--- config.mk ---
export PLATFORM = sky130hd
export DESIGN_NAME = fuse_prog_port
export DESIGN_NICKNAME = d
export VERILOG_FILES = /design/src/verilog/fuse_prog_pkg.sv /design/src/verilog/fuse_prog_port.sv /design/src/verilog/pin_sync.sv
export SDC_FILE = /design/constraint.sdc
export NUM_CORES = 1
export LEC_CHECK = 0
export BUFFER_PORTS_ARGS = -buffer_cell sky130_fd_sc_hd__buf_4
export CAP_MARGIN = 30
export CORE_AREA = 2 2 300 302
export DETAILED_ROUTE_END_ITERATION = 10
export DIE_AREA = 0 0 302 304
export PLACE_DENSITY_LB_ADDON = 0.1
export SYNTH_ARGS = -nofsm -noshare
export SYNTH_HDL_FRONTEND = slang
export SYNTH_SLANG_ARGS = --single-unit
--- constraint.sdc ---
create_clock -name i_mclk -period 2.4 [get_ports i_mclk]
set_clock_uncertainty 0.1 [all_clocks]
set_input_delay 0.36 -clock i_mclk [delete_from_list [all_inputs] [get_ports i_mclk]]
set_output_delay 0.36 -clock i_mclk [all_outputs]
set_load 0.01 [all_outputs]
--- src/verilog/fuse_prog_pkg.sv ---
package fuse_prog_pkg;
    // fuse and lock reset values, programmed bit reads 0
    localparam logic [7:0] FUSE_HIGH_RST = 8'hD9;
    localparam logic [7:0] FUSE_LOW_RST = 8'hE1;
    localparam logic [5:0] LOCK_RST = 6'h3F;
    // bit positions
    localparam int FH_SERIAL_PROG_ENABLE_FUSE = 5;
    localparam int FH_EEPROM_PRESERVE_FUSE = 3;
    localparam int LK_LB1 = 0;
    localparam int LK_BOOT_LOCK_LOWER = 4;
    localparam int LK_BOOT_LOCK_UPPER = 5;
    // action select codes on crystal pulse
    localparam logic [1:0] ACT_ADDR = 2'h0;
    localparam logic [1:0] ACT_DATA = 2'h1;
    localparam logic [1:0] ACT_CMD = 2'h2;
    // command bytes
    localparam logic [7:0] CMD_ERASE = 8'h80;
    localparam logic [7:0] CMD_WR_FUSE = 8'h40;
    localparam logic [7:0] CMD_WR_LOCK = 8'h20;
    localparam logic [7:0] CMD_WR_FLASH = 8'h10;
    localparam logic [7:0] CMD_WR_EEPROM = 8'h11;
    localparam logic [7:0] CMD_RD_SIG = 8'h08;
    localparam logic [7:0] CMD_RD_FUSE = 8'h04;
    localparam logic [7:0] CMD_RD_FLASH = 8'h02;
    localparam logic [7:0] CMD_RD_EEPROM = 8'h03;
    // timing
    localparam int CLK_MHZ = 25;
    localparam int T_WRITE_NS = 4500;
    localparam int T_ERASE_NS = 9000;
    localparam logic [15:0] WRITE_CYC = 16'((T_WRITE_NS * CLK_MHZ + 999) / 1000);
    localparam logic [15:0] ERASE_CYC = 16'((T_ERASE_NS * CLK_MHZ + 999) / 1000);
    // programming port pins, all asynchronous to i_mclk
    typedef struct packed {
        logic hv_entry;
        logic crystal_input_pin;
        logic oe_b;
        logic wr_b;
        logic page_latch_strobe;
        logic action_select_1;
        logic action_select_0;
        logic byte_select_one;
        logic byte_select_two;
    } prog_pins_type;
    // serial path fuse access
    typedef struct packed {
        logic wr;
        logic hi_sel;
        logic [7:0] data;
    } ser_fuse_type;
endpackage

--- src/verilog/fuse_prog_port.sv ---
//Contract
// - boot lock 11: no store or load restriction
// - boot lock 10: stores into boot blocked
// - boot lock 00 blocks both; 01 blocks reads
// - read-block modes mask interrupts in boot code
// - high fuse byte layout, default D9
// - low fuse byte layout, default E1
// - serial path cannot read or change serial_prog_enable_fuse
// - chip erase leaves fuses unchanged
// - fuse writes refused while lock bit one programmed
// - fuses latched at entry and power-up
// - eeprom preserve fuse acts at once
// - three signature bytes readable despite locks
// - four oscillator trim values in signature row
// - reset loads 1 MHz trim value
// - crystal pulse performs action select operation
// - write or output enable runs loaded command
// - ready busy low while operation runs
// - data bus driven only while oe low
// - byte selects pick low or high bytes
// - page latch strobe stores data into buffer
// - action codes: address, data, command, idle
// - command byte decode table
`timescale 1ns/1ns
module fuse_prog_port #(
    parameter logic [7:0] SIG_BYTE0 = 8'h5A, // arbitrary identity value
    parameter logic [7:0] SIG_BYTE1 = 8'hA5, // arbitrary identity value
    parameter logic [7:0] SIG_BYTE2 = 8'h3C, // arbitrary identity value
    parameter logic [31:0] CAL_BYTES = 32'h80808080, // 8,4,2,1 MHz trims
    parameter int PAGE_WORDS = 32
) (
    input wire logic i_mclk,
    input wire logic i_rst_b,
    input wire fuse_prog_pkg::prog_pins_type i_pins,
    input wire logic [7:0] i_data,
    output logic [7:0] o_data,
    output logic o_data_oe,
    output logic o_ready_busy_out,
    output logic o_prog_mode,
    input wire fuse_prog_pkg::ser_fuse_type i_ser_fuse,
    output logic [7:0] o_ser_fuse_read,
    output logic [7:0] o_fuse_high_act,
    output logic [7:0] o_fuse_low_act,
    output logic o_eeprom_preserve_eff,
    input wire logic i_self_program_store_instr,
    input wire logic i_store_target_boot,
    input wire logic i_program_memory_load_instr,
    input wire logic i_load_from_app,
    input wire logic i_load_target_boot,
    input wire logic i_exec_in_boot,
    input wire logic i_ivec_in_app,
    output logic o_store_deny,
    output logic o_load_deny,
    output logic o_irq_disable,
    input wire logic i_trim_wr,
    input wire logic [7:0] i_trim_data,
    output logic [7:0] o_rc_osc_trim_register
);
    import fuse_prog_pkg::*;

    localparam int PW_BITS = $clog2(PAGE_WORDS);
    // synchroniser and history reset to the idle pin levels, oe_b and wr_b high
    localparam prog_pins_type PINS_IDLE = 9'h060;

    // page buffer index must cover the whole buffer
    initial begin
        if (PAGE_WORDS < 2 || PAGE_WORDS > 256) $error("page words out of range");
        if ((PAGE_WORDS & (PAGE_WORDS - 1)) != 0) $error("page words not a power of two");
    end

    // busy sequencer states
    typedef enum logic [1:0] {ST_IDLE, ST_BUSY} state_type;

    // port registers and page buffer
    prog_pins_type pins_q, pins_d_r;
    logic [7:0] data_q;
    state_type state_r, state_nxt;
    logic [15:0] busy_cnt_r;
    logic [7:0] cmd_r, addr_lo_r, addr_hi_r, data_lo_r, data_hi_r;
    logic [7:0] fuse_high_r, fuse_low_r;
    logic [5:0] lock_r;
    logic [7:0] rd_data_r, rd_mux;
    logic prog_mode_r;
    logic [15:0] page_buf [PAGE_WORDS];

    // pin synchronisers
    pin_sync #(.WIDTH($bits(prog_pins_type))) u_pin_sync (
        .i_mclk(i_mclk),
        .i_rst_b(i_rst_b),
        .i_d(i_pins),
        .i_rst_val(PINS_IDLE),
        .o_q(pins_q)
    );
    pin_sync #(.WIDTH(8)) u_data_sync (
        .i_mclk(i_mclk),
        .i_rst_b(i_rst_b),
        .i_d(i_data),
        .i_rst_val('1),
        .o_q(data_q)
    );

    // edge detection on synchronised pins
    wire xtal_rise = pins_q.crystal_input_pin & ~pins_d_r.crystal_input_pin;
    wire wr_fall = ~pins_q.wr_b & pins_d_r.wr_b;
    wire page_latch_strobe_rise = pins_q.page_latch_strobe & ~pins_d_r.page_latch_strobe;
    // entry and exit on the high-voltage level
    wire hv_rise = pins_q.hv_entry & ~pins_d_r.hv_entry;
    wire hv_fall = ~pins_q.hv_entry & pins_d_r.hv_entry;
    wire [3:0] prog_en = {pins_q.page_latch_strobe, pins_q.action_select_1,
                          pins_q.action_select_0, pins_q.byte_select_one};
    wire enter_prog = hv_rise & (prog_en == 4'h0);
    wire leave_prog = prog_mode_r & hv_fall;
    // action and byte selects
    wire [1:0] act = {pins_q.action_select_1, pins_q.action_select_0};
    wire idle = (state_r == ST_IDLE);
    wire bs1 = pins_q.byte_select_one;
    wire bs2 = pins_q.byte_select_two;
    wire oe_on = prog_mode_r & ~pins_q.oe_b;

    // command decode on write strobe
    wire run_cmd = prog_mode_r & idle & wr_fall;
    wire fuse_locked = ~lock_r[LK_LB1];
    wire do_erase = run_cmd & (cmd_r == CMD_ERASE);
    wire do_wr_fuse = run_cmd & (cmd_r == CMD_WR_FUSE) & ~fuse_locked;
    wire do_wr_lock = run_cmd & (cmd_r == CMD_WR_LOCK);
    wire do_wr_page = run_cmd & ((cmd_r == CMD_WR_FLASH) | (cmd_r == CMD_WR_EEPROM));
    wire start_busy = do_erase | do_wr_fuse | do_wr_lock | do_wr_page;
    // busy length and page word index
    wire [15:0] busy_load = do_erase ? ERASE_CYC : WRITE_CYC;
    wire [PW_BITS-1:0] word_idx = addr_lo_r[PW_BITS-1:0];

    // serial path fuse write, serial_prog_enable_fuse kept out of its reach
    wire ser_fuse_ok = i_ser_fuse.wr & ~fuse_locked & ~prog_mode_r;
    wire [7:0] ser_high_val = {i_ser_fuse.data[7:6], fuse_high_r[FH_SERIAL_PROG_ENABLE_FUSE],
                               i_ser_fuse.data[4:0]};

    // read data selection
    wire sig_hit = (addr_hi_r == 8'h00) & (addr_lo_r[7:2] == 6'h00);
    wire [7:0] sig_byte = !sig_hit ? 8'hFF : (addr_lo_r[1:0] == 2'h0) ? SIG_BYTE0 :
                          (addr_lo_r[1:0] == 2'h1) ? SIG_BYTE1 :
                          (addr_lo_r[1:0] == 2'h2) ? SIG_BYTE2 : 8'hFF;
    wire [7:0] cal_byte = CAL_BYTES[{addr_lo_r[1:0], 3'h0} +: 8];
    wire [7:0] fuse_sel = bs2 ? (bs1 ? fuse_high_r : 8'hFF) :
                          (bs1 ? {2'h3, lock_r} : fuse_low_r);
    wire [15:0] page_word = page_buf[word_idx];
    wire [7:0] page_byte = bs1 ? page_word[15:8] : page_word[7:0];

    // read-back byte chosen by the loaded command
    always_comb begin
        unique case (cmd_r)
            CMD_RD_SIG: rd_mux = bs1 ? cal_byte : sig_byte;
            CMD_RD_FUSE: rd_mux = fuse_sel;
            CMD_RD_FLASH: rd_mux = page_byte;
            CMD_RD_EEPROM: rd_mux = page_word[7:0];
            default: rd_mux = 8'hFF;
        endcase
    end

    // busy sequencer
    always_comb begin
        state_nxt = state_r;
        unique case (state_r)
            ST_IDLE: if (start_busy) state_nxt = ST_BUSY;
            ST_BUSY: if (busy_cnt_r == 16'h0001) state_nxt = ST_IDLE;
            default: state_nxt = ST_IDLE;
        endcase
    end

    // pin history, state and busy count
    always_ff @(posedge i_mclk) begin
        if (!i_rst_b) begin
            pins_d_r <= PINS_IDLE;
            state_r <= ST_IDLE;
            busy_cnt_r <= 16'h0000;
        end else begin
            pins_d_r <= pins_q;
            state_r <= state_nxt;
            if (start_busy && idle) begin
                busy_cnt_r <= busy_load;
            end else if (busy_cnt_r != 16'h0000) begin
                busy_cnt_r <= busy_cnt_r - 16'h0001;
            end
        end
    end

    // programming mode and xtal-loaded registers
    always_ff @(posedge i_mclk) begin
        if (!i_rst_b) begin
            prog_mode_r <= 1'b0;
            cmd_r <= 8'h00;
            addr_lo_r <= 8'h00;
            addr_hi_r <= 8'h00;
            data_lo_r <= 8'h00;
            data_hi_r <= 8'h00;
        end else begin
            if (enter_prog) begin
                prog_mode_r <= 1'b1;
            end else if (leave_prog) begin
                prog_mode_r <= 1'b0;
            end
            if (prog_mode_r && xtal_rise) begin
                unique case (act)
                    ACT_ADDR: begin
                        if (bs1) addr_hi_r <= data_q;
                        else addr_lo_r <= data_q;
                    end
                    ACT_DATA: begin
                        if (bs1) data_hi_r <= data_q;
                        else data_lo_r <= data_q;
                    end
                    ACT_CMD: cmd_r <= data_q;
                    default: ;
                endcase
            end
        end
    end

    // page buffer fill on page latch strobe
    always_ff @(posedge i_mclk) begin
        if (prog_mode_r && page_latch_strobe_rise) begin
            page_buf[word_idx] <= {data_hi_r, data_lo_r};
        end
    end

    // stored fuses and locks, erase touches locks only
    always_ff @(posedge i_mclk) begin
        if (!i_rst_b) begin
            fuse_high_r <= FUSE_HIGH_RST;
            fuse_low_r <= FUSE_LOW_RST;
            lock_r <= LOCK_RST;
        end else begin
            if (do_erase) begin
                lock_r <= LOCK_RST;
            end else if (do_wr_lock) begin
                lock_r <= lock_r & data_lo_r[5:0];
            end
            if (do_wr_fuse) begin
                if (bs1) fuse_high_r <= data_lo_r;
                else fuse_low_r <= data_lo_r;
            end else if (ser_fuse_ok) begin
                if (i_ser_fuse.hi_sel) fuse_high_r <= ser_high_val;
                else fuse_low_r <= i_ser_fuse.data;
            end
        end
    end

    // active fuse copies, captured at power-up, entry and exit
    always_ff @(posedge i_mclk) begin
        if (!i_rst_b) begin
            o_fuse_high_act <= FUSE_HIGH_RST;
            o_fuse_low_act <= FUSE_LOW_RST;
        end else if (enter_prog || leave_prog) begin
            o_fuse_high_act <= fuse_high_r;
            o_fuse_low_act <= fuse_low_r;
        end
    end

    // eeprom preserve takes effect as soon as it is programmed
    assign o_eeprom_preserve_eff = o_fuse_high_act[FH_EEPROM_PRESERVE_FUSE] & fuse_high_r[FH_EEPROM_PRESERVE_FUSE];

    // boot section access checks
    wire store_blk = ~lock_r[LK_BOOT_LOCK_LOWER];
    wire load_blk = ~lock_r[LK_BOOT_LOCK_UPPER];
    // deny decisions for the current request
    wire store_deny_nxt = i_self_program_store_instr & i_store_target_boot &
                          store_blk;
    wire load_deny_nxt = i_program_memory_load_instr & i_load_from_app &
                         i_load_target_boot & load_blk;
    wire irq_disable_nxt = load_blk & i_exec_in_boot & i_ivec_in_app;

    // denies registered one cycle after the request
    always_ff @(posedge i_mclk) begin
        if (!i_rst_b) begin
            o_store_deny <= 1'b0;
            o_load_deny <= 1'b0;
            o_irq_disable <= 1'b0;
        end else begin
            o_store_deny <= store_deny_nxt;
            o_load_deny <= load_deny_nxt;
            o_irq_disable <= irq_disable_nxt;
        end
    end

    // oscillator trim: 1 MHz value at reset, software may reload
    always_ff @(posedge i_mclk) begin
        if (!i_rst_b) begin
            o_rc_osc_trim_register <= CAL_BYTES[7:0];
        end else if (i_trim_wr) begin
            o_rc_osc_trim_register <= i_trim_data;
        end
    end

    // read data and serial fuse readback registers
    always_ff @(posedge i_mclk) begin
        if (!i_rst_b) begin
            rd_data_r <= 8'hFF;
            o_ser_fuse_read <= 8'hFF;
        end else begin
            if (oe_on) rd_data_r <= rd_mux;
            o_ser_fuse_read <= i_ser_fuse.hi_sel ? (fuse_high_r | 8'h20) : fuse_low_r;
        end
    end

    // pin outputs
    assign o_data = rd_data_r;
    assign o_data_oe = oe_on;
    assign o_ready_busy_out = idle;
    assign o_prog_mode = prog_mode_r;
endmodule // fuse_prog_port

--- src/verilog/pin_sync.sv ---
`timescale 1ns/1ns
// two-flop synchroniser for asynchronous pins
module pin_sync #(
    parameter int WIDTH = 1
) (
    input wire logic i_mclk,
    input wire logic i_rst_b,
    input wire logic [WIDTH-1:0] i_d,
    input wire logic [WIDTH-1:0] i_rst_val,
    output logic [WIDTH-1:0] o_q
);
    logic [WIDTH-1:0] meta_r;

    initial begin
        if (WIDTH < 1) $error("pin_sync width must be positive");
    end

    // first flop feeds only the second
    always_ff @(posedge i_mclk) begin
        if (!i_rst_b) begin
            meta_r <= i_rst_val;
            o_q <= i_rst_val;
        end else begin
            meta_r <= i_d;
            o_q <= meta_r;
        end
    end
endmodule // pin_sync
==> results_dict.tcl, run 1 <==
set metrics [dict create \
    ys_seq_area_frac 0.710 \
    reg2reg_slack_ns -0.001 \
    start_kind "flop" \
    routed_via_density 4.80 \
    power_leakage_nw 11.5 \
    cts.sinks 678 \
    cts_tree "yes" \
    crit_required_ns 2.79 \
    netlist_area_mm2 0.0263 \
    ys_ff_latch 678 \
    grt_antenna_before_repair 4 \
    min_delay_path_depth 4 \
    grtUsageTotal 0.170 \
    wl_per_cell_um 24.7 \
    nNetsFinal 1945 \
    drc_errors 0 \
    maxSlewViolCount 0 \
    layout_min_cycle_time_ns 2.40 \
    syn_inst 1530 \
    synth_most_common_cell "edfxtp_1" \
    reg2regPathDepth 7 \
    core-area_mm2 0.0890 \
    vias 15000 \
    outcome "complete, but fails checks" \
    design_area_mm2 0.0335 \
    fin_util 0.377 \
    worstMarginPinSlew_ns 0.716 \
    peakVddDrop_uv 455 \
    synth_top_area_share 0.584 \
    ys_types 67 \
    synthArstFlopShare 0 \
    die_x_um 302 \
    drive_gt1_frac 0.316 \
    drtAntennaViolNets 0 \
    synth_edf_count 512 \
    fill_cells 8299 \
    synth_area_leaders "edfxtp_1 (58%), dfxtp_1 (13%), mux4_2 (10%)" \
    placed_area_mm2 0.0303 \
    port_buffers 91 \
    cts.clk_slew.worst_paths_ns 0.06 \
    hold_viol 0 \
    arrival_ns 2.79 \
    dieArea_mm2 0.0918 \
    maxCapViolCount 0 \
    relSlewSlack 0.522 \
    holdCritPathClass "in2reg" \
    endpoint "o_data[2]" \
    rows 110 \
    pin_count 92 \
    whs_ns 0.0366 \
    grt_pass1_wl_mm 113 \
    power.density_mw_per_mm2 753 \
    die_h_um 304 \
    period_share 1.00 \
    grt_max_degree 137 \
    cts_buffers 78 \
    postRouteWirelength_mm 77.5 \
    synth.net_count 1583 \
    rsz0062_at_grt "yes" \
    cts_buffer_depth 3 \
    yosysTopAreaCell "edfxtp_1" \
    root_buffer "clkbuf_16" \
    drtIter0Drc 1044 \
    syn_avg_cell_area_um2 17.2 \
    synth_common_cells "edfxtp_1 (512), dfxtp_1 (166), mux2i_1 (139)" \
    setup_viol 1 \
    cp_max_fo 6 \
    timing.rr.end "o_data[2]" \
    timing.fmax_mhz 416 \
    htreeDepth 3 \
    end_kind "flop" \
    first_pass_iters 7 \
    insertion_delay_ns 0.62 \
    path_class "reg2reg" \
    gr-total-overflow 0 \
    yosys_warnings 0 \
    place_congestion 0.842 \
    worst_slack_ns -0.00147 \
    dp_hpwl_mm 51.2 \
    start_util 0.296 \
    area_delta_synth_final_pct 27.3 \
    grt_pass1_vias 15800 \
    synth-main-ff-cell "edfxtp_1" \
    violations "negative setup slack" \
]
## state kept, by name, summed over array words and instances (netlist names), 9 cells and up, named ones only
| name | count |
|---|---|
| page_buf | 512 |
| u_pin_sync.o_q | 9 |
| busy_cnt_r | 16 |
| u_pin_sync.meta_r | 9 |
## cells in the final DEF, fill, tap and decap left out, drive strengths merged, types with 21 or more instances in the layout
cell / count
buf: 317
nand2: 69
dlygate4sd3: 44
clkbuf: 101
nor2: 72
dfxtp: 166
clkinv: 32
mux2i: 139
nand2b: 27
and2: 24
mux4: 120
nor2b: 67
o21ai: 21
edfxtp: 512
## report_power, final
part / switching (mW) / total [mW] / internal, mW / leakage [nW]
sequential: 0.149 / 12.8 / 12.6 / 6.10
combinational: 0.597 / 1.26 / 0.665 / 4.24
clock: 4.74 / 11.3 / 6.52 / 1.17
## worst max-delay path: stages, from the launching register on
cell	delay (ns)
dfxtp_4	0.36
buf_12	0.14
buf_12	0.12
mux4_2	0.49
mux4_2	0.52
o21ai_2	0.18
nor4_1	0.06
or3_1	0.30
## worst min-delay path by stage
| stage | startpoint | end |
|---|---|---|
| floorplan | u_data_sync.meta_r[0] | u_data_sync.o_q[0] |
| global placement | u_pin_sync.meta_r[6] | u_pin_sync.o_q[6] |
| detailed placement | u_pin_sync.meta_r[6] | u_pin_sync.o_q[6] |
| CTS | i_trim_wr | o_rc_osc_trim_register[4] |
| global route | i_ser_fuse[3] | fuse_high_r[3] |
| finish | i_ser_fuse[3] | fuse_high_r[3] |
## layout make-up
type	count	area, µm²	area share
flip-flops and latches	678	18700	0.558
multi-input cells	760	7390	0.220
repair buffers	362	3520	0.105
clock inverters	41	292	0.00869
well taps	1176	1470	0.0439
diodes	2	5.00	0.000149
inverters	12	45.0	0.00134
clock buffers	100	2110	0.0628
## kinds of logic after synthesis
group           synth area share
mux                        0.163
buf+inv                   0.0166
xor+xnor                 0.00432
fa+ha+maj                0.00380
simple gates              0.0713
compound gates            0.0314
flops                      0.710
## what timing repair did
action,CTS,global route
gates cloned,2,1
gates resized for setup,32,29
hold buffers,44,0
setup buffers,7,8
endpoints found under the hold margin,44,0
pin swaps,5,8
setup endpoints to repair,22,9
## per-stage QoR
stage	TNS (ns)	instances	power, mW	setup slack [ns]
global placement	-1.68	2931	14.2	-0.292
finish	-0.00147	3131	25.3	-0.00147
floorplan	0	1530	13.8	0.0656
detailed placement	-1.40	2931	14.2	-0.308
CTS	-0.0580	3123	25.6	-0.0219
global route	-0.182	3129	26.2	-0.0801
## layer usage
layer,vias to the layer above,GRT usage,part of all wire
met5,-,0,0
met4,0,0.0465,0.020
met3,102,0.0216,0.036
met2,275,0.273,0.48
met1,7936,0.242,0.46
li1,6725,-,-
No activity file was read; power rests on OpenSTA's default activity.
==> inputs of run 2 (changes only) <==
--- a/config.mk
+++ b/config.mk
@@ -7,3 +7,2 @@
 export LEC_CHECK = 0
-export BUFFER_PORTS_ARGS = -buffer_cell sky130_fd_sc_hd__buf_4
 export CAP_MARGIN = 30
@@ -12,3 +11,5 @@
 export DIE_AREA = 0 0 302 304
+export DONT_BUFFER_PORTS = 1
 export PLACE_DENSITY_LB_ADDON = 0.1
+export RECOVER_POWER = 100
 export SYNTH_ARGS = -nofsm -noshare
==> constraint.sdc (replaced) <==
create_clock -name i_mclk -period 2.4 [get_ports i_mclk]
set_clock_uncertainty 0.1 [all_clocks]
set_input_delay 0.24 -clock i_mclk [delete_from_list [all_inputs] [get_ports i_mclk]]
set_output_delay 0.24 -clock i_mclk [all_outputs]
set_load 0.01 [all_outputs]
==> run 2 against run 1 <==
  * The flow finishes with violations (max-capacitance violations, max-slew violations, negative setup slack)
  * Sequential share of layout area up 1.8 points
  * Setup slack worse by 0.043 ns
  * Final cell count down 2.8%
  * Sequential power about the same
  * Via count down 2.8%
  * Global-route usage up 0.14 points
  * Clock power up 4%
  * Register-to-register slack worse by 0.04 ns
  * Critical path depth unchanged
  * Count of clock-buffer cells in the layout down 4
  * Worst hold slack better by 0.036 ns
  * First-iteration DRC count up 14%
  * Largest cell class unchanged
==> results_dict.tcl, run 2 (same netlist as run 1, synthesis figures left out) <==
set metrics [dict create \
    dp_hpwl_mm 51.2 \
    final_common_cell "edfxtp_1" \
    path_cells "buf_12 -> clkbuf_16 -> mux4_2 -> mux4_2 -> o21ai_2 -> nor4_1 -> a211o_1" \
    wl_per_cell_um 25.8 \
    die_x_um 302 \
    cts_buffers 79 \
    fill_cells 8348 \
    cts_tree "yes" \
    whs_ns 0.0723 \
    htreeDepth 3 \
    grt_pass1_vias 15300 \
    peakVddDrop_uv 617 \
    postRouteWirelength_mm 78.4 \
    worstMarginPinSlew_ns 1.64 \
    cpLargestDelayFamily "multiplexers" \
    power_mw 25.8 \
    drc_errors 0 \
    pin_count 92 \
    arrival_ns 2.85 \
    maxCapViolCount 1 \
    rsz0062_at_grt "yes" \
    timing.rr.end "o_data[5]" \
    port_buffers 0 \
    routed_via_density 4.80 \
    crit_buf_inv 2 \
    period_share 1.02 \
    worstHoldStart "i_ser_fuse[8]" \
    cpMaxStageDelayCell "mux4_2" \
    place_congestion 0.808 \
    violations "max-capacitance violations, max-slew violations, negative setup slack" \
    grt_max_degree 138 \
    cts.clk_slew.worst_paths_ns 0.06 \
    cts_buffer_depth 3 \
    seqCellArea_mm2 0.0187 \
    timing.fmax_mhz 409 \
    cp_max_fo 6 \
    insertion_delay_ns 0.63 \
    grtUsageTotal 0.171 \
    rows 110 \
    dp_cells 2827 \
    dieArea_mm2 0.0918 \
    whs_endpoint "fuse_low_r[6]" \
    die_h_um 304 \
    final_cell_mix "edfxtp_1 (512), dfxtp_1 (162), mux2i_1 (132), mux4_2 (120), buf_4 (117)" \
    hold_viol 0 \
    holdCritPathClass "in2reg" \
    core-area_mm2 0.0890 \
    first_pass_iters 5 \
    critPathMostFrequentCell "mux4_2" \
    largest-register "page_buf" \
    power_leakage_nw 11.0 \
    nNetsFinal 1857 \
    drtIter0Drc 1190 \
    grt_pass1_wl_mm 112 \
    worst_slack_ns -0.0443 \
    start_util 0.296 \
    crit_required_ns 2.81 \
    fin_cells 3042 \
    setup_viol 1 \
    relSlewSlack -0.0915 \
    path_class "reg2reg" \
    layout_min_cycle_time_ns 2.44 \
    gr-total-overflow 0 \
    dp_slack_ns -0.218 \
    largest_reg_flops 512 \
    outcome "complete, but fails checks" \
    end_kind "flop" \
    reg2reg_slack_ns -0.04 \
    critPathMaxStageDelay_ns 0.52 \
    maxSlewViolCount 33 \
    cts.sinks 678 \
    area_delta_synth_final_pct 23.3 \
    min_delay_path_depth 5 \
    root_buffer "clkbuf_16" \
    reg.largest.list "page_buf x512, busy_cnt_r x16" \
    multi_input_area_mm2 0.00734 \
    power.density_mw_per_mm2 793 \
    reg2regPathDepth 7 \
    drtAntennaViolNets 0 \
    grt_antenna_before_repair 3 \
    start_kind "flop" \
    vias 14600 \
    drive_gt1_frac 0.269 \
]
run 2: cell count changes in the layout (fill, tap and decap cells not counted), moves of 5 or more:
cell,previous run,this run
and2_0,0,7
and2_1,23,17
buf_12,44,19
buf_4,255,117
buf_6,14,9
clkbuf_1,17,29
clkbuf_2,0,39
clkbuf_4,0,11
clkinv_1,18,13
dlygate4sd3_1,44,51
nor2_1,53,65
nor2_2,19,6
run 2: metrics by stage:
step	setup TNS, ns	instance area (µm²)	util
final	-0.0443	32500	0.365
after global placement	-1.20	29600	0.332
after global routing	-8.21	32500	0.365
after CTS	-0.0772	32800	0.368
after detailed placement	-0.942	29600	0.332
after floorplan	0	26300	-
run 2: worst register-to-register path, delay by kind of cell (launching register included):
family	cells	cell delay (ns)
AO/OA/AOI/OAI	2	0.43
buffers and inverters	2	0.29
flip-flops	1	0.43
multiplexers	2	1.04
AND/OR/NAND/NOR	1	0.07
run 2: power breakdown:
part | leakage [nW] | switching (mW) | internal [mW]
clock network | 1.24 | 4.82 | 6.93
registers | 6.10 | 0.157 | 12.6
logic | 3.63 | 0.594 | 0.648
run 2: final cells by class:
class                      instances  share of cell area
clock inverter                    46              0.0122
multi-input combinational        760               0.226
sequential                       678               0.576
antenna                            1           0.0000770
inverter                          12             0.00139
clock buffer                      96              0.0663
timing repair buffer             273              0.0725
tap                             1176              0.0453
run 2: per-layer routing:
layer | vias up | track usage | share of wire
met1 | 7688 | 0.236 | 0.45
li1 | 6551 | - | -
met5 | - | 0 | 0
met3 | 91 | 0.0276 | 0.043
met2 | 285 | 0.282 | 0.49
met4 | 0 | 0.0393 | 0.017
run 2: how the worst max path moves through the flow:
stage | start | to | cells after the start
final | flop | o_data[5] | 7
after detailed placement | flop | o_data[5] | 7
after CTS | flop | o_data[6] | 9
after floorplan | flop | o_data[3] | 9
after global routing | flop | o_data[5] | 7
after global placement | flop | o_data[5] | 7
run 2: what timing repair did:
item                                    CTS  global route
setup buffers                             2            17
pin swaps                                 3             7
hold buffers                             52             0
gates resized for setup                  19            23
gates cloned                              1             1
endpoints found under the setup margin    8            10
hold endpoints to repair                147             0
